## src/hw/sdlc_pkg.sv

```systemverilog
package sdlc_pkg;

  // Register word offsets on the plain register port
  localparam logic [7:0] SDLC_OFS_SELPWR = 8'h00;
  localparam logic [7:0] SDLC_OFS_TXL0   = 8'h04;

  // Lane selector codes
  localparam int         SDLC_LANES      = 4;
  localparam logic [4:0] SDLC_SEL_LANE3  = 5'h03;
  localparam logic [4:0] SDLC_SEL_ALL    = 5'h10;

  // Field positions in the lane-select / power register
  localparam int SDLC_SEL_LSB = 0;
  localparam int SDLC_PWR_BIT = 5;

  // Field positions in transmitter lane control zero
  localparam int SDLC_CDG1_LSB = 0;
  localparam int SDLC_CDL_LSB  = 2;
  localparam int SDLC_CDH_LSB  = 4;
  localparam int SDLC_EQG1_LSB = 8;

  // Values after reset
  localparam logic [4:0] SDLC_RST_SEL  = 5'h10;
  localparam logic       SDLC_RST_PWR  = 1'b0;
  localparam logic [1:0] SDLC_RST_CDG1 = 2'h3;
  localparam logic [1:0] SDLC_RST_CDL  = 2'h1;
  localparam logic [1:0] SDLC_RST_CDH  = 2'h3;
  localparam logic [1:0] SDLC_RST_EQG1 = 2'h2;

  // Cycles held in the power-up sequence before training starts
  localparam logic [3:0] SDLC_INIT_CYCLES = 4'h8;

  // Transmitter settings of one lane
  typedef struct packed {
    logic [1:0] cd_gen1;
    logic [1:0] cd_gen2_low;
    logic [1:0] cd_gen2_high;
    logic [1:0] eq_gen1;
  } sdlc_txset_t;

  // Settings that reach one lane's driver after mode gating
  typedef struct packed {
    logic       deemph_en;
    logic [1:0] deemph_code;
    logic       eq_en;
    logic [1:0] eq_code;
  } sdlc_drive_t;

  // Power sequencer states
  typedef enum logic [2:0] {
    SDLC_PW_ON   = 3'b001,
    SDLC_PW_OFF  = 3'b010,
    SDLC_PW_INIT = 3'b100
  } sdlc_pwst_t;

endpackage

```

## src/hw/sdlc_lane_drive.sv

```systemverilog
// Picks the de-emphasis and equalization codes one lane's driver uses
module sdlc_lane_drive (
  // Lane settings and port mode
  input  wire sdlc_pkg::sdlc_txset_t set_i,
  input  wire logic                  gen2_i,
  input  wire logic                  deemph_level_choice_i,
  input  wire logic                  low_swing_i,
  // Gated result
  output sdlc_pkg::sdlc_drive_t      drv_o
);

  // Rate and de-emphasis choice pick the field; low swing disables it
  always_comb begin
    drv_o.deemph_en   = !low_swing_i;
    drv_o.eq_en       = !gen2_i && !deemph_level_choice_i && !low_swing_i;
    drv_o.eq_code     = set_i.eq_gen1;
    if (low_swing_i) begin
      drv_o.deemph_code = 2'h0;
    end else if (!gen2_i) begin
      drv_o.deemph_code = set_i.cd_gen1;
    end else if (!deemph_level_choice_i) begin
      drv_o.deemph_code = set_i.cd_gen2_low;
    end else begin
      drv_o.deemph_code = set_i.cd_gen2_high;
    end
  end

endmodule

```

## src/hw/sdlc_lane_regs.sv

```systemverilog
// Strobed register access and the address map are this design's own decisions.
module sdlc_lane_regs (
  // Clock and reset
  input  wire logic                   clk_i,
  input  wire logic                   rstn_i,
  // Register port
  input  wire logic [7:0]             addr_i,
  input  wire logic [31:0]            wdata_i,
  input  wire logic                   wr_i,
  input  wire logic                   rd_i,
  output logic [31:0]                 rdata_o,
  // Port mode from the link side (same clock)
  input  wire logic                   gen2_i,
  input  wire logic                   deemph_level_choice_i,
  input  wire logic                   low_swing_i,
  input  wire logic                   port_disabled_i,
  // SerDes power and training control
  output logic                        deep_low_o,
  output logic                        force_detect_o,
  output logic                        train_start_o,
  // Per-lane driver settings
  output sdlc_pkg::sdlc_drive_t [3:0] lane_drive_o
);

  // Register state of this module, all but the reset synchroniser
  typedef struct packed {
    logic [4:0]                 lane_target_select;
    logic                       serdes_power_off;
    logic [31:0]                txl0_shadow;
    sdlc_pkg::sdlc_txset_t [3:0] lane_set;
    logic [31:0]                rdata;
    logic                       deep_low;
    logic                       force_detect;
    logic                       train_start;
    sdlc_pkg::sdlc_drive_t [3:0] drive;
  } sdlc_state_t;

  sdlc_state_t s_reg;
  sdlc_state_t s_next;
  logic [1:0]  rst_sync_reg;
  logic        rst_n;

  logic                         pw_deep_low;
  logic                         pw_force_detect;
  logic                         pw_train_start;
  sdlc_pkg::sdlc_drive_t [3:0]  drv_comb;

  // Layout of transmitter lane control zero, reserved bits forced low
  function automatic logic [31:0] sdlc_txl0_pack(
    input sdlc_pkg::sdlc_txset_t s
  );
    logic [31:0] w;
    w = 32'h0000_0000;
    w[sdlc_pkg::SDLC_CDG1_LSB +: 2] = s.cd_gen1;
    w[sdlc_pkg::SDLC_CDL_LSB  +: 2] = s.cd_gen2_low;
    w[sdlc_pkg::SDLC_CDH_LSB  +: 2] = s.cd_gen2_high;
    w[sdlc_pkg::SDLC_EQG1_LSB +: 2] = s.eq_gen1;
    return w;
  endfunction

  function automatic sdlc_pkg::sdlc_txset_t sdlc_txl0_unpack(
    input logic [31:0] w
  );
    sdlc_pkg::sdlc_txset_t s;
    s.cd_gen1      = w[sdlc_pkg::SDLC_CDG1_LSB +: 2];
    s.cd_gen2_low  = w[sdlc_pkg::SDLC_CDL_LSB  +: 2];
    s.cd_gen2_high = w[sdlc_pkg::SDLC_CDH_LSB  +: 2];
    s.eq_gen1      = w[sdlc_pkg::SDLC_EQG1_LSB +: 2];
    return s;
  endfunction

  // Does the selector aim a write at this lane
  function automatic logic sdlc_lane_hit(
    input logic [4:0] sel,
    input int         lane
  );
    return (sel == sdlc_pkg::SDLC_SEL_ALL) ||
           (sel <= sdlc_pkg::SDLC_SEL_LANE3 && sel[1:0] == lane[1:0]);
  endfunction

  // Reset release through two flops; kept apart as it has its own reset
  always_ff @(posedge clk_i or negedge rstn_i) begin
    if (!rstn_i) begin
      rst_sync_reg <= 2'b00;
    end else begin
      rst_sync_reg <= {rst_sync_reg[0], 1'b1};
    end
  end
  assign rst_n = rst_sync_reg[1];

  sdlc_power_seq u_power (
    .clk_i              (clk_i),
    .rst_n_i            (rst_n),
    .serdes_power_off_i (s_reg.serdes_power_off),
    .other_off_i        (port_disabled_i),
    .deep_low_o         (pw_deep_low),
    .force_detect_o     (pw_force_detect),
    .train_start_o      (pw_train_start)
  );

  for (genvar g = 0; g < sdlc_pkg::SDLC_LANES; g++) begin : g_lane
    sdlc_lane_drive u_drive (
      .set_i                 (s_reg.lane_set[g]),
      .gen2_i                (gen2_i),
      .deemph_level_choice_i (deemph_level_choice_i),
      .low_swing_i           (low_swing_i),
      .drv_o                 (drv_comb[g])
    );
  end

  // Register writes, reads and output staging
  always_comb begin
    s_next          = s_reg;
    s_next.rdata    = 32'h0000_0000;
    if (wr_i && addr_i == sdlc_pkg::SDLC_OFS_SELPWR) begin
      // Reserved codes are stored as written; a lane-register write then reaches no lane
      s_next.lane_target_select =
        wdata_i[sdlc_pkg::SDLC_SEL_LSB +: 5];
      s_next.serdes_power_off = wdata_i[sdlc_pkg::SDLC_PWR_BIT];
    end
    if (wr_i && addr_i == sdlc_pkg::SDLC_OFS_TXL0) begin
      s_next.txl0_shadow =
        sdlc_txl0_pack(sdlc_txl0_unpack(wdata_i));
      for (int i = 0; i < sdlc_pkg::SDLC_LANES; i++) begin
        if (sdlc_lane_hit(s_reg.lane_target_select, i)) begin
          s_next.lane_set[i] = sdlc_txl0_unpack(wdata_i);
        end
      end
    end
    if (rd_i) begin
      case (addr_i)
        sdlc_pkg::SDLC_OFS_SELPWR: begin
          s_next.rdata[sdlc_pkg::SDLC_SEL_LSB +: 5] = s_reg.lane_target_select;
          s_next.rdata[sdlc_pkg::SDLC_PWR_BIT] = s_reg.serdes_power_off;
        end
        sdlc_pkg::SDLC_OFS_TXL0: begin
          s_next.rdata = s_reg.txl0_shadow;
        end
        default: s_next.rdata = 32'h0000_0000;
      endcase
    end
    s_next.deep_low     = pw_deep_low;
    s_next.force_detect = pw_force_detect;
    s_next.train_start  = pw_train_start;
    s_next.drive        = drv_comb;
  end

  // Only the hard reset touches the settings: soft resets never reach here
  always_ff @(posedge clk_i or negedge rst_n) begin
    if (!rst_n) begin
      s_reg.lane_target_select <= sdlc_pkg::SDLC_RST_SEL;
      s_reg.serdes_power_off   <= sdlc_pkg::SDLC_RST_PWR;
      s_reg.txl0_shadow <= 32'h0000_0000 |
        {22'h0, sdlc_pkg::SDLC_RST_EQG1, 2'h0, sdlc_pkg::SDLC_RST_CDH,
         sdlc_pkg::SDLC_RST_CDL, sdlc_pkg::SDLC_RST_CDG1};
      for (int i = 0; i < sdlc_pkg::SDLC_LANES; i++) begin
        s_reg.lane_set[i] <= '{cd_gen1:      sdlc_pkg::SDLC_RST_CDG1,
                               cd_gen2_low:  sdlc_pkg::SDLC_RST_CDL,
                               cd_gen2_high: sdlc_pkg::SDLC_RST_CDH,
                               eq_gen1:      sdlc_pkg::SDLC_RST_EQG1};
      end
      s_reg.rdata        <= 32'h0000_0000;
      s_reg.deep_low     <= 1'b0;
      s_reg.force_detect <= 1'b0;
      s_reg.train_start  <= 1'b0;
      s_reg.drive        <= '0;
    end else begin
      s_reg.lane_target_select <= s_next.lane_target_select;
      s_reg.serdes_power_off   <= s_next.serdes_power_off;
      s_reg.txl0_shadow        <= s_next.txl0_shadow;
      s_reg.lane_set           <= s_next.lane_set;
      s_reg.rdata              <= s_next.rdata;
      s_reg.deep_low           <= s_next.deep_low;
      s_reg.force_detect       <= s_next.force_detect;
      s_reg.train_start        <= s_next.train_start;
      s_reg.drive              <= s_next.drive;
    end
  end

  assign rdata_o        = s_reg.rdata;
  assign deep_low_o     = s_reg.deep_low;
  assign force_detect_o = s_reg.force_detect;
  assign train_start_o  = s_reg.train_start;
  assign lane_drive_o   = s_reg.drive;

  property p_single_lane;
    @(posedge clk_i) disable iff (!rst_n)
      (wr_i && addr_i == sdlc_pkg::SDLC_OFS_TXL0 &&
       s_reg.lane_target_select == 5'h00)
        |=> s_reg.lane_set[1] == $past(s_reg.lane_set[1]) &&
            s_reg.lane_set[0] == sdlc_txl0_unpack($past(wdata_i));
  endproperty
  a_single_lane: assert property (p_single_lane)
    else $error("single-lane write hit wrong lane");

  property p_all_lanes;
    @(posedge clk_i) disable iff (!rst_n)
      (wr_i && addr_i == sdlc_pkg::SDLC_OFS_TXL0 &&
       s_reg.lane_target_select == sdlc_pkg::SDLC_SEL_ALL)
        |=> s_reg.lane_set[3] == sdlc_txl0_unpack($past(wdata_i)) &&
            s_reg.lane_set[2] == s_reg.lane_set[3];
  endproperty
  a_all_lanes: assert property (p_all_lanes)
    else $error("broadcast write missed a lane");

  property p_read_back;
    @(posedge clk_i) disable iff (!rst_n)
      (wr_i && addr_i == sdlc_pkg::SDLC_OFS_TXL0)
        ##1 (rd_i && addr_i == sdlc_pkg::SDLC_OFS_TXL0 && !wr_i)
        |=> rdata_o == ($past(wdata_i, 2) & 32'h0000_033F);
  endproperty
  a_read_back: assert property (p_read_back)
    else $error("lane register read-back wrong");

  property p_reserved_zero;
    @(posedge clk_i) disable iff (!rst_n)
      rd_i |=> rdata_o[31:10] == 22'h0 && rdata_o[7:6] == 2'h0;
  endproperty
  a_reserved_zero: assert property (p_reserved_zero)
    else $error("reserved bits not zero");

  property p_low_swing;
    @(posedge clk_i) disable iff (!rst_n)
      low_swing_i |=> !lane_drive_o[0].deemph_en &&
                      lane_drive_o[0].deemph_code == 2'h0;
  endproperty
  a_low_swing: assert property (p_low_swing)
    else $error("de-emphasis active in low swing");

  property p_gen1_code;
    @(posedge clk_i) disable iff (!rst_n)
      ($past(rst_n) && !low_swing_i && !gen2_i)
        |=> lane_drive_o[1].deemph_code == $past(s_reg.lane_set[1].cd_gen1);
  endproperty
  a_gen1_code: assert property (p_gen1_code)
    else $error("gen1 de-emphasis code wrong");

  property p_gen2_low;
    @(posedge clk_i) disable iff (!rst_n)
      (!low_swing_i && gen2_i && !deemph_level_choice_i)
        |=> lane_drive_o[2].deemph_code ==
            $past(s_reg.lane_set[2].cd_gen2_low);
  endproperty
  a_gen2_low: assert property (p_gen2_low)
    else $error("gen2 -3.5dB code wrong");

  property p_gen2_high;
    @(posedge clk_i) disable iff (!rst_n)
      (!low_swing_i && gen2_i && deemph_level_choice_i)
        |=> lane_drive_o[3].deemph_code ==
            $past(s_reg.lane_set[3].cd_gen2_high);
  endproperty
  a_gen2_high: assert property (p_gen2_high)
    else $error("gen2 -6.0dB code wrong");

  property p_single_lane3;
    @(posedge clk_i) disable iff (!rst_n)
      (wr_i && addr_i == sdlc_pkg::SDLC_OFS_TXL0 &&
       s_reg.lane_target_select == sdlc_pkg::SDLC_SEL_LANE3)
        |=> s_reg.lane_set[0] == $past(s_reg.lane_set[0]) &&
            s_reg.lane_set[3] == sdlc_txl0_unpack($past(wdata_i));
  endproperty
  a_single_lane3: assert property (p_single_lane3)
    else $error("lane 3 write hit wrong lane");

  // Only a lane-register write may move any lane's settings
  property p_hold_settings;
    @(posedge clk_i) disable iff (!rst_n)
      !(wr_i && addr_i == sdlc_pkg::SDLC_OFS_TXL0)
        |=> $stable(s_reg.lane_set);
  endproperty
  a_hold_settings: assert property (p_hold_settings)
    else $error("lane settings changed without a write");

  property p_detect_out;
    @(posedge clk_i) disable iff (!rst_n)
      (s_reg.serdes_power_off && !port_disabled_i) |=> force_detect_o;
  endproperty
  a_detect_out: assert property (p_detect_out)
    else $error("detect output not raised");

  property p_eq_gen1;
    @(posedge clk_i) disable iff (!rst_n)
      ($past(rst_n) && !low_swing_i && !gen2_i && !deemph_level_choice_i)
        |=> lane_drive_o[0].eq_en &&
            lane_drive_o[0].eq_code == $past(s_reg.lane_set[0].eq_gen1);
  endproperty
  a_eq_gen1: assert property (p_eq_gen1)
    else $error("gen1 equalization not applied");

endmodule

```

## src/hw/sdlc_power_seq.sv

```systemverilog
// Power-down, power-up and training release of the SerDes
module sdlc_power_seq (
  // Clock and synchronised reset
  input  wire logic clk_i,
  input  wire logic rst_n_i,
  // Control
  input  wire logic serdes_power_off_i,
  input  wire logic other_off_i,
  // Status
  output logic      deep_low_o,
  output logic      force_detect_o,
  output logic      train_start_o
);

  typedef struct packed {
    sdlc_pkg::sdlc_pwst_t st;
    logic [3:0]           cnt;
    logic                 start;
  } sdlc_pwstate_t;

  sdlc_pwstate_t s_reg;
  sdlc_pwstate_t s_next;

  // Bit acts only while nothing else holds the SerDes down
  always_comb begin
    s_next       = s_reg;
    s_next.start = 1'b0;
    case (s_reg.st)
      sdlc_pkg::SDLC_PW_ON: begin
        if (serdes_power_off_i && !other_off_i) begin
          s_next.st = sdlc_pkg::SDLC_PW_OFF;
        end
      end
      sdlc_pkg::SDLC_PW_OFF: begin
        if (!serdes_power_off_i || other_off_i) begin
          s_next.st  = sdlc_pkg::SDLC_PW_INIT;
          s_next.cnt = sdlc_pkg::SDLC_INIT_CYCLES;
        end
      end
      sdlc_pkg::SDLC_PW_INIT: begin
        if (serdes_power_off_i && !other_off_i) begin
          s_next.st = sdlc_pkg::SDLC_PW_OFF;
        end else if (s_reg.cnt == 4'h1) begin
          s_next.st    = sdlc_pkg::SDLC_PW_ON;
          s_next.start = 1'b1;
        end else begin
          s_next.cnt = s_reg.cnt - 4'h1;
        end
      end
      default: s_next.st = sdlc_pkg::SDLC_PW_ON;
    endcase
  end

  always_ff @(posedge clk_i or negedge rst_n_i) begin
    if (!rst_n_i) begin
      s_reg <= '{st: sdlc_pkg::SDLC_PW_ON, cnt: 4'h0, start: 1'b0};
    end else begin
      s_reg <= s_next;
    end
  end

  // Detect is forced combinationally so no activity delays it
  assign deep_low_o     = (s_reg.st == sdlc_pkg::SDLC_PW_OFF);
  assign force_detect_o = deep_low_o ||
                          (serdes_power_off_i && !other_off_i);
  assign train_start_o  = s_reg.start;

  property p_off_in_one;
    @(posedge clk_i) disable iff (!rst_n_i)
      (s_reg.st == sdlc_pkg::SDLC_PW_ON && serdes_power_off_i
       && !other_off_i) |=> deep_low_o;
  endproperty
  a_off_in_one: assert property (p_off_in_one)
    else $error("power-down not entered");

  property p_detect_now;
    @(posedge clk_i) disable iff (!rst_n_i)
      (serdes_power_off_i && !other_off_i) |-> force_detect_o;
  endproperty
  a_detect_now: assert property (p_detect_now)
    else $error("detect not forced at once");

  property p_train_after_init;
    @(posedge clk_i) disable iff (!rst_n_i)
      (deep_low_o && !serdes_power_off_i)
        ##1 (!serdes_power_off_i || other_off_i) [*8]
        |=> train_start_o;
  endproperty
  a_train_after_init: assert property (p_train_after_init)
    else $error("training not started after init");

  property p_no_effect_other;
    @(posedge clk_i) disable iff (!rst_n_i)
      (other_off_i && s_reg.st != sdlc_pkg::SDLC_PW_OFF)
        |=> !deep_low_o;
  endproperty
  a_no_effect_other: assert property (p_no_effect_other)
    else $error("power bit acted while already off");

endmodule

```

## config.mk

```make
export PLATFORM = sky130hd
export DESIGN_NAME = sdlc_lane_regs
export DESIGN_NICKNAME = d
export VERILOG_FILES = /design/src/hw/sdlc_pkg.sv /design/src/hw/sdlc_lane_drive.sv /design/src/hw/sdlc_lane_regs.sv /design/src/hw/sdlc_power_seq.sv
export SDC_FILE = /design/constraint.sdc
export NUM_CORES = 1
export LEC_CHECK = 0
export BUFFER_PORTS_ARGS = -buffer_cell sky130_fd_sc_hd__buf_2
export CORE_ASPECT_RATIO = 0.8
export CORE_MARGIN = 4
export CORE_UTILIZATION = 45
export CTS_BUF_LIST = sky130_fd_sc_hd__clkbuf_4 sky130_fd_sc_hd__clkbuf_8
export CTS_CLUSTER_SIZE = 8
export DETAILED_ROUTE_END_ITERATION = 16
export GPL_ROUTABILITY_DRIVEN = 0
export PLACE_DENSITY = 0.8
export SLEW_MARGIN = 20
export SYNTH_ARGS = -nofsm -noshare
export SYNTH_HDL_FRONTEND = slang
export SYNTH_SLANG_ARGS = --single-unit
```

## constraint.sdc

```tcl
create_clock -name clk_i -period 3.3 [get_ports clk_i]
set_input_delay 0.33 -clock clk_i [delete_from_list [all_inputs] [get_ports clk_i]]
set_output_delay 0.33 -clock clk_i [all_outputs]
set_load 0.01 [all_outputs]
```

* After elaboration in Yosys (flattened, before gate mapping)
Cells that the tools add are included.
Storage, ports and cells: bits in registers 109, bits in latches 0, RAM bits 0, memory bits (read-only) 0, bits of input ports 48, output and inout port bits 59, memories kept 0
Cells by class: $add $sub $neg 1, multipliers 0, div/mod/pow operators 0, $lt $le $gt $ge 1, equal/unequal tests 14, shift operators 0, multiplexer cells 25, bitwise logic cells 0, reductions and logical operators 29
Operator list (count):
- two-way mux 2 bit | 12
- case mux 6 bit (2 select lines) | 1
- two-way mux 10 bit | 1
- logical AND 1 bit | 9
- two-way mux 3 bit | 3
- case mux 3 bit (3 select lines) | 1
- equality test 8 x 3 -> 1 bit (second input constant) | 1
- logical NOT 8 bit | 1
- two-way mux 4 bit | 2
- case mux 4 bit (2 select lines) | 1
- AND reduction 2 bit | 4
- two-way mux 7 bit | 1
- logical OR 1 bit | 6
- inequality test 2 bit (second input constant) | 3
- equality test 5 bit (second input constant) | 1
- less-or-equal comparator 5 x 2 -> 1 bit (second input constant) | 1
- logical NOT 1 bit | 5
- two-way mux 5 bit | 1
- equality test 2 bit (second input constant) | 2
- equality test 4 x 1 -> 1 bit (second input constant) | 1
- AND reduction 4 bit | 1
- subtractor 4 x 1 -> 4 bit (second input constant) | 1
- equality test 3 x 1 -> 1 bit (second input constant) | 1
- equality test 3 x 2 -> 1 bit (second input constant) | 1
- 8 further kinds | 9

* Longest topological paths before layout
Gate-level depths: netlist of run 1.
depth in word-level cells 4, mapped depth 6

* By module
Synthesis of run 1 repeated with hierarchy kept, for this count alone.
Second synthesis, totals: cell total of the unflattened synthesis 305, area total of the unflattened synthesis 4036.4 um^2
By module, submodules not included:
- sdlc_lane_regs | times used 1, cells each 218, area each 3309.4 um^2, sequential area each 2115.8 um^2
- sdlc_power_seq | times used 1, cells each 47, area each 461.7 um^2, sequential area each 201.4 um^2
- sdlc_lane_drive | times used 4, cells each 10, area each 66.3 um^2, sequential area each 0.0 um^2

* Worst setup path after synthesis of run 1
Ideal clock, no wire load.
path type input to register, start point input port addr_i[5], end point register s_reg[59] (netlist name), library setup time 0.125 ns, data arrival time 1.367 ns, setup slack 1.808 ns, stages 5, path buffers 1, cells stage by stage nor4_4 > and3_2 > buf_12 > nand2_8 > mux2_4
On the way: cells in the longest elaborated chain, start to end 3
Ends and longest elaborated chain:
- start: declaration | RTL line sdlc_lane_regs.sv:7 | input wire logic [7:0] addr_i,
- equality test 8 x 3 -> 1 bit | RTL line sdlc_lane_regs.sv:121 | if (wr_i && addr_i == sdlc_pkg::SDLC_OFS_TXL0) begin
- logical AND 1 bit | RTL line sdlc_lane_regs.sv:121
- AND reduction 2 bit (no source line)
- end: declaration | RTL line sdlc_lane_regs.sv:38 | sdlc_state_t s_reg;
Every way passes these cells. A chain may end at the register's enable or synchronous reset.

* Worst setup path in the final report of run 1
start point register s_reg[126] (netlist name), end point register s_reg[67] (netlist name)
On the way: cells in the longest elaborated chain, start to end 4, elaborated cells on any way between the ends 5, classes of those cells order compare: 1; eq/ne: 1; reduce/logical: 3
Ends and longest elaborated chain:
- less-or-equal comparator 5 x 2 -> 1 bit | RTL line sdlc_lane_regs.sv:78 | (sel <= sdlc_pkg::SDLC_SEL_LANE3 && sel[1:0] == lane[1:0]);
- logical AND 1 bit | RTL line sdlc_lane_regs.sv:78
- logical OR 1 bit (*) | RTL line sdlc_lane_regs.sv:77 | return (sel == sdlc_pkg::SDLC_SEL_ALL) ||
- AND reduction 2 bit (no source line) (*)
Every way passes the cells marked *; elsewhere a longest branch is shown, timed or not.

==> results.toml, run 1 <==
[critical_path]
arrival_ps = 1940
worstSetupEndpointType = "flip-flop"
crit_chain = "and4bb_1 > and3_2 > nand2_8 > mux2_4"
endpoint = "s_reg[67]"
path_class = "reg -> reg"
cpPeakStageDelay_ps = 430
reg2reg_from = "s_reg[126]"
reg2reg_setup_slack_ps = 1590
r2r_cells = 4
required_ps = 3530
cp_max_fo = 8
rr_endpoint = "s_reg[67]"
cp-startpoint = "s_reg[126]"
cp_slowest_cell = "and3_2"
cp-start-kind = "flip-flop"

[final_layout]
largest_register_ffs = 46
antennaDiodeCount = 0
mostFrequentLayoutCell = "buf_2"
finalNetCount = 374
drive_gt1_share_pct = 45.90
syn2layout_area_growth_pct = 7.264
mostFrequentLayoutCells = "buf_2, dfrtp_1, mux2_4, dfstp_2, conb_1"

[yosys]
syn-cell-area_sq_um = 3979
ys_ff_latch = 85
seq_area_frac_synth_pct = 54.47
ys_warn_count = 0
syn_avg_cell_area_sq_um = 13.63
synth_cells = 292
async_flop_share_pct = 100.0
synth-edff-count = 0
ys_types = 41
ys.flop_type = "dfrtp_1"

[global_route]
grt_pass1_vias = 2172
grt_max_degree = 84
grt_pass1_wl_mm = 11.00
grt_usage_pct = 13.47
antenna_found_initial = 0
overflow = 0

[sta]
setup_viol = 0
min_period_over_period_pct = 51.75
setup_tns_ps = 0
finalClockSkew_ps = 12.98
period_minus_slack_ps = 1708
slew_violations = 0
rsz0062_at_grt = "false"
tightest_slew_ps = 552.1
maxSlewHeadroom_pct = 63.11
hold_violations = 0
fmax_ghz = 0.5856

[placement]
hpwl_mm = 4.705
io_buffer_count = 58

[cts]
clkTransAtPathRegs_ps = 90
cts_buffer_depth = 2
htree_levels = 3
cts_resized = 0
postCtsSetupRepairBufs = 0
clk-insertion-delay-late_ps = 360
cts_sinks = 85
cts_tree = "yes"
holdBufCountCts = 1
cts_root_buf = "clkbuf_8"
numCtsBuffers = 9

[floorplan]
coreArea_sq_um = 8558
dieArea_sq_um = 10420
initial_utilization_pct = 46.49
ios = 107
die_y_um = 92.11
die_x_um = 113.1
fp-row-count = 30

[drt]
avgViaCountPerCell = 4.805
drtPass1Iterations = 4
drtIter0Drc = 50
post-route-drc-count = 0
postRouteAntennaNets = 0
routed_wl_mm = 6.729
wire_per_inst_um = 15.26
vias = 2119

[job]
maxCapViolations = 0

[status]
status = "complete, no violations"

[hold_path]
hold_path_class = "in -> reg"
min_path_cells = 2

[power_and_ir_drop]
total_power_w = 0.001935
ir_drop_uv = 181.8
p_leak_nw = 2.199
p_per_area_nw_per_um2 = 453.5
[report_power, final]
part | total (W) | switching [W] | leakage, nW | internal [W]
registers | 0.00110 | 0.0000229 | 1.04 | 0.00107
clock network | 0.000720 | 0.000363 | 0.0999 | 0.000357
logic | 0.000120 | 0.0000729 | 1.06 | 0.0000474
total | 0.00194 | 0.000459 | 2.20 | 0.00148
[per-layer routing]
layer	wire, um	global-route usage, %	vias up
li1	-	-	983
met1	2922	17.52	1061
met2	3298	21.06	68
met3	418	4.354	7
met4	90	5.005	0
met5	0	0	-
[kinds of logic after synthesis]
kind of cell	Yosys count	synth area share (%)
AND/OR/NAND/NOR	51	9.025
buffers and inverters	67	12.08
XOR/XNOR	3	0.6605
adder cells (fa/ha/maj)	2	0.6288
other	2	0.1887
multiplexers	55	18.30
flip-flops	85	54.47
AO/OA/AOI/OAI	27	4.654
[synthesized netlist by cell type (4+ instances only)]
cell / instances / share of area, %
nand2_1: 6 / 0.57
nor3_1: 4 / 0.50
nor2_1: 15 / 1.4
mux2_4: 32 / 12
mux2i_1: 9 / 2.3
buf_4: 56 / 11
dfstp_2: 32 / 21
dfrtp_1: 53 / 33
o21ai_1: 4 / 0.50
mux2_1: 14 / 4.0
nand2_8: 4 / 2.0
a211oi_1: 8 / 1.5
a22o_1: 6 / 1.3
inv_1: 4 / 0.38
a21oi_1: 6 / 0.75
[metrics by stage]
stage / utilization (%) / instance area, sq um / instances / hold slack, ps / setup WS, ps
2_1_floorplan: - / 4065 / 315 / 34.41 / 813.2
3_3_place_gp: 47.18 / 4038 / 423 / 118.4 / 1476
3_5_place_dp: 47.18 / 4038 / 423 / 120.3 / 1444
4_1_cts: 49.55 / 4240 / 440 / 216.4 / 1581
5_1_grt: 49.87 / 4268 / 441 / 220.9 / 1514
6_report: 49.87 / 4268 / 441 / 217.9 / 1592
[critical path: cells and delay by family, from the launching register on]
kind,cells,cell delay (ps)
flip-flops,1,410
multiplexers,1,330
AND/OR/NAND/NOR,3,850
[layout make-up]
type / instances / area (sq um)
clock buffers: 10 / 131.4
inverters: 5 / 18.77
repair buffers: 60 / 327.8
flip-flops and latches: 85 / 2171
well taps: 112 / 140.1
fillers: 754 / 4290
clock inverters: 6 / 61.31
multi-input cells: 163 / 1418
[how the worst min path moves through the flow]
stage                           start                to  slack, ps
final                     low_swing_i  lane_drive_o[23]        220
after floorplan                rstn_i   rst_sync_reg[0]         30
after global placement         rstn_i   rst_sync_reg[0]        120
after detailed placement       rstn_i   rst_sync_reg[0]        120
after global routing      low_swing_i  lane_drive_o[23]        220
after CTS                 low_swing_i  lane_drive_o[23]        220
No activity file was read; power rests on OpenSTA's default activity.
==> run 2, diff against run 1 <==
- PLACE_DENSITY: 0.8 -> 0.83
- clock period: 3.3 -> 1.4 ns (I/O delays scaled with it)
==> run 2 against run 1 <==
The flow now finishes with violations (setup timing). Hold slack worse by 170 ps. Register-to-register slack worse by 1800 ps. Clock-buffer cell count unchanged. Sequential cell count unchanged. Clock skew down 2.9 ps. Via count up 3.5%. Non-clock buffer count up 21. Combinational power rose to 2.8 times the previous value. Critical path depth unchanged. Core utilization up 2.9 points. Critical path type unchanged. Largest power group unchanged.
==> results.toml, run 2 (synthesized netlist as in run 1, its figures left out) <==
[cts]
numCtsBuffers = 9
clk-insertion-delay-late_ps = 350
cts_buffer_depth = 2
cts_root_buf = "clkbuf_8"
htree_levels = 3
cts_tree = "yes"
clkTransAtPathRegs_ps = 80
cts_sinks = 85

[power_and_ir_drop]
ir_drop_uv = 480.9
p_leak_nw = 2.318
p_per_area_nw_per_um2 = 1060

[sta]
slew_violations = 0
period_minus_slack_ps = 1558
fmax_ghz = 0.6417
setup_viol = 36
fin_ws_ps = -158.5
min_period_over_period_pct = 111.3
finalClockSkew_ps = 10.04
rsz0062_at_grt = "true"
setup_tns_ps = -3939
hold_violations = 0

[drt]
vias = 2194
drtPass1Iterations = 4
wire_per_inst_um = 15.50
drtIter0Drc = 98
post-route-drc-count = 0
postRouteAntennaNets = 0
avgViaCountPerCell = 4.749
routed_wl_mm = 7.163

[placement]
io_buffer_count = 58
hpwl_mm = 4.898
place_ws_ps = -185.2

[critical_path]
cp-start-kind = "flip-flop"
rr_endpoint = "s_reg[80]"
cpPeakStageDelay_ps = 380
endpoint = "s_reg[80]"
crit_buf_inv = 0
crit_chain = "and4bb_1 > and3_4 > nand2_8 > mux2_4"
r2r_cells = 4
cp_slowest_cell = "dfrtp_1"
path_depth = 4
cp-startpoint = "s_reg[126]"
path_class = "reg -> reg"
reg2reg_setup_slack_ps = -160
path_delay_family = "simple AND/OR/NAND/NOR gates"
required_ps = 1640
cp_max_fo = 8
reg2reg_from = "s_reg[126]"
worstSetupEndpointType = "flip-flop"
arrival_ps = 1800

[global_route]
overflow = 0
grt_pass1_wl_mm = 11.14
grt_usage_pct = 13.80
grt_pass1_vias = 2235
antenna_found_initial = 0
grt_max_degree = 84

[final_layout]
mostFrequentLayoutCell = "buf_2"
finalNetCount = 395
largest_register_ffs = 46
antennaDiodeCount = 0
syn2layout_area_growth_pct = 13.55
fillers = 708
drive_gt1_share_pct = 52.00
mostFrequentLayoutCells = "buf_2, dfrtp_1, mux2_4, dfstp_2, conb_1"

[floorplan]
die_x_um = 113.1
dieArea_sq_um = 10420
die_y_um = 92.11
ios = 107
fp-row-count = 30
initial_utilization_pct = 46.49
coreArea_sq_um = 8558

[hold_path]
hold_path_class = "in -> reg"
min_path_cells = 2

[status]
status = "finished with violations"
failed_checks = "setup timing"

[job]
maxCapViolations = 0
[run 2: cell types whose count changed in the layout (fill, tap and decap cells not counted), sizes merged]
cell | before | now
buf | 59 | 80
bufinv | 1 | 2
clkinv | 3 | 2
[run 2: routing by layer]
| layer | share of wire (%) | vias to the layer above | global-route usage [%] | wire (um) |
|---|---|---|---|---|
| met3 | 6.2 | 9 | 4.485 | 445 |
| met4 | 1.1 | 0 | 3.904 | 80 |
| met2 | 51 | 75 | 23.37 | 3666 |
| met5 | 0 | - | 0 | 0 |
| met1 | 41 | 1086 | 16.88 | 2971 |
| li1 | - | 1024 | - | - |
[run 2: worst min path at each step]
stage | start | endpoint | slack [ps]
after floorplan | rstn_i | rst_sync_reg[0] | -160
after global placement | rstn_i | rst_sync_reg[0] | -70
after detailed placement | rstn_i | rst_sync_reg[0] | -70
after CTS | low_swing_i | lane_drive_o[23] | 30
after global routing | low_swing_i | lane_drive_o[23] | 40
final | low_swing_i | lane_drive_o[23] | 50
[run 2: through the flow]
step / total power, W / instances / hold slack [ps] / util, % / cell area [sq um]
2_1_floorplan: 0.002869 / 315 / -155.6 / - / 4079
3_5_place_dp: 0.002930 / 440 / -72.72 / 48.93 / 4188
3_3_place_gp: 0.002915 / 440 / -74.85 / 48.93 / 4188
6_report: 0.004790 / 462 / 47.41 / 52.79 / 4518
5_1_grt: 0.004977 / 462 / 44.90 / 52.79 / 4518
4_1_cts: 0.004823 / 461 / 34.36 / 52.09 / 4458
[run 2: final cells by class]
class	instances	area (sq um)	area share, %
Clock inverter	6	86.33	1.911
Timing Repair Buffer	81	485.5	10.74
Tap cell	112	140.1	3.102
Clock buffer	10	131.4	2.908
Inverter	5	18.77	0.4154
Multi-Input combinational cell	163	1485	32.87
Sequential cell	85	2171	48.05
[run 2: where the power goes]
group,total [W],switching [W],internal [W]
Combinational,0.000338,0.000205,0.000133
Sequential,0.00256,0.0000332,0.00253
Clock,0.00189,0.000867,0.00102
[run 2: repair_timing]
item                                    in CTS  in global routing
gates resized for setup                      3                 11
buffers inserted                             4                  1
pin swaps                                    1                  5
endpoints found under the setup margin      35                 38
hold buffers                                 1                  0
gates cloned                                 0                  0
endpoints found under the hold margin        2                  0
[run 2: worst register-to-register path, stage by stage, from the launching register on]
cell and delay [ps]:
dfrtp_1 380, and4bb_1 270, and3_4 340, nand2_8 130, mux2_4 320
==> run 3, diff against run 2 <==
- CELL_PAD_IN_SITES_DETAIL_PLACEMENT: default -> 2
- CELL_PAD_IN_SITES_GLOBAL_PLACEMENT: default -> 2
- CORE_UTILIZATION: 45 -> 33
- PLACE_DENSITY: 0.83 -> 0.89
- SETUP_SLACK_MARGIN: default -> 0.3
==> run 3 against run 2 <==
The run still ends with setup timing left. Register-to-register slack got worse by 30 ps. Clock skew fell by 1.4 ps. Wire length rose by 38%. Final cell count rose by 10%. Largest cell class unchanged. Critical endpoint is now s_reg[88]. Global-route usage rose by 0.59 points. Largest power group unchanged. Sequential power barely moved.
==> results.toml, run 3 (synthesized netlist as in run 1, its figures left out) <==
[status]
status = "finished with violations"
failed_checks = "setup timing"

[sta]
fmax_ghz = 0.6297
finalClockSkew_ps = 8.683
fin_ws_ps = -188.1
rsz0062_at_grt = "true"
setup_viol = 39
min_period_over_period_pct = 113.4
slew_violations = 0
hold_violations = 0
whs_ps = 69.93
period_minus_slack_ps = 1588

[cts]
cts_root_buf = "clkbuf_8"
cts_buffer_depth = 2
cts_sinks = 85
clk-insertion-delay-late_ps = 370
clkTransAtPathRegs_ps = 90
numCtsBuffers = 9
cts_tree = "yes"
htree_levels = 3

[drt]
post-route-drc-count = 0
drtIter0Drc = 73
routed_wl_mm = 9.908
avgViaCountPerCell = 4.591
postRouteAntennaNets = 0
drtPass1Iterations = 4
wire_per_inst_um = 19.47
vias = 2337

[critical_path]
cp_slowest_cell = "dfstp_2"
cpPeakStageDelay_ps = 590
path_class = "reg -> reg"
worstSetupEndpointType = "flip-flop"
arrival_ps = 1850
crit_chain = "and3b_1 > a21o_1 > nand2_8 > mux2_4"
required_ps = 1660
cp_max_fo = 8
cp-start-kind = "flip-flop"

[final_layout]
finalNetCount = 406
fin_area_sq_um = 4870
final_util_pct = 41.80
drive_gt1_share_pct = 62.60
antennaDiodeCount = 0
mostFrequentLayoutCells = "dfrtp_1, buf_2, mux2_4, dfstp_2, conb_1"
largest_register_ffs = 46
mostFrequentLayoutCell = "dfrtp_1"
syn2layout_area_growth_pct = 22.39

[power_and_ir_drop]
p_per_area_nw_per_um2 = 943.1
p_leak_nw = 2.453
ir_drop_uv = 563.9

[floorplan]
dieArea_sq_um = 13890
die_y_um = 106.2
initial_utilization_pct = 34.16
coreArea_sq_um = 11650
die_x_um = 130.8
fp-row-count = 35
ios = 107

[global_route]
overflow = 0
grt_usage_pct = 14.38
antenna_found_initial = 0
grt_pass1_wl_mm = 15.12
grt_pass1_vias = 2673
grt_max_degree = 35

[placement]
post_dp_cell_area_sq_um = 4343
hpwl_mm = 6.854
io_buffer_count = 58

[hold_path]
hold_path_class = "in -> async"

[job]
maxCapViolations = 0
## run 3: cell count changes in the layout (fill, tap and decap cells not counted), moves of 3 or more
cell,previous run,this run
a211oi_1,8,4
a211oi_2,0,4
a21oi_1,4,1
a21oi_2,2,5
buf_2,58,51
buf_6,2,18
mux2_1,14,1
mux2_4,32,45
nor2_1,15,11
nor2_2,1,4
## run 3: layout make-up
type	count	area [sq um]
fill	1154	6779
multi-input combinational	163	1660
clock buffer	10	137.6
inverter	5	18.77
sequential	85	2171
tap	148	185.2
clock inverter	6	38.79
timing repair buffer	92	658.1
## run 3: worst max-delay path, delay by kind of cell, from the launching register on
kind | cells | cell delay [ps]
multiplexers | 1 | 310
AND/OR/NAND/NOR | 2 | 350
AO/OA/AOI/OAI | 1 | 220
flip-flops | 1 | 590
## run 3: layer usage
layer / wire (um) / GRT usage (%) / part of all wire, % / up-vias
met5: 0 / 0 / 0 / -
met4: 135 / 3.084 / 1.4 / 0
met3: 398 / 3.867 / 4.0 / 12
met2: 5313 / 25.38 / 54 / 59
met1: 4061 / 17.49 / 41 / 1219
li1: - / - / - / 1047
## run 3: worst paths after layout
kind	startpoint	to	slack, ps	cells past startpoint
setup / recovery	s_reg[128]	s_reg[88]	-190	4
hold / removal	rstn_i	rst_sync_reg[1]	70	2
setup reg to reg	s_reg[128]	s_reg[88]	-190	4
hold reg to reg	rst_sync_reg[1]	rdata_o[5]	250	0
max in group asynchronous	rst_sync_reg[1]	s_reg[85]	570	1
min in group clk_i	low_swing_i	lane_drive_o[23]	70	2
## run 3: through the flow
stage | power, W | cells | setup TNS (ps) | setup slack, ps
after floorplan | 0.002886 | 315 | -841.5 | -59.06
after global placement | 0.002958 | 477 | -3990 | -153.6
after detailed placement | 0.002988 | 477 | -6168 | -194.9
after CTS | 0.004623 | 500 | -4194 | -181.4
after global routing | 0.004836 | 509 | -6218 | -209.5
final | 0.004593 | 509 | -4594 | -188.1
## run 3: power by group
| part | switching (W) | total [W] | internal, W |
|---|---|---|---|
| combinational | 0.000230 | 0.000411 | 0.000181 |
| clock | 0.000912 | 0.00160 | 0.000686 |
| sequential | 0.0000564 | 0.00258 | 0.00253 |
| total | 0.00120 | 0.00459 | 0.00339 |
## run 3: timing repair
item | in CTS | in global routing
hold endpoints to repair | 2 | 0
setup buffers | 6 | 9
cloned | 0 | 0
pin swaps | 10 | 9
setup endpoints to repair | 43 | 51
hold buffers | 1 | 0
resized for setup | 26 | 22
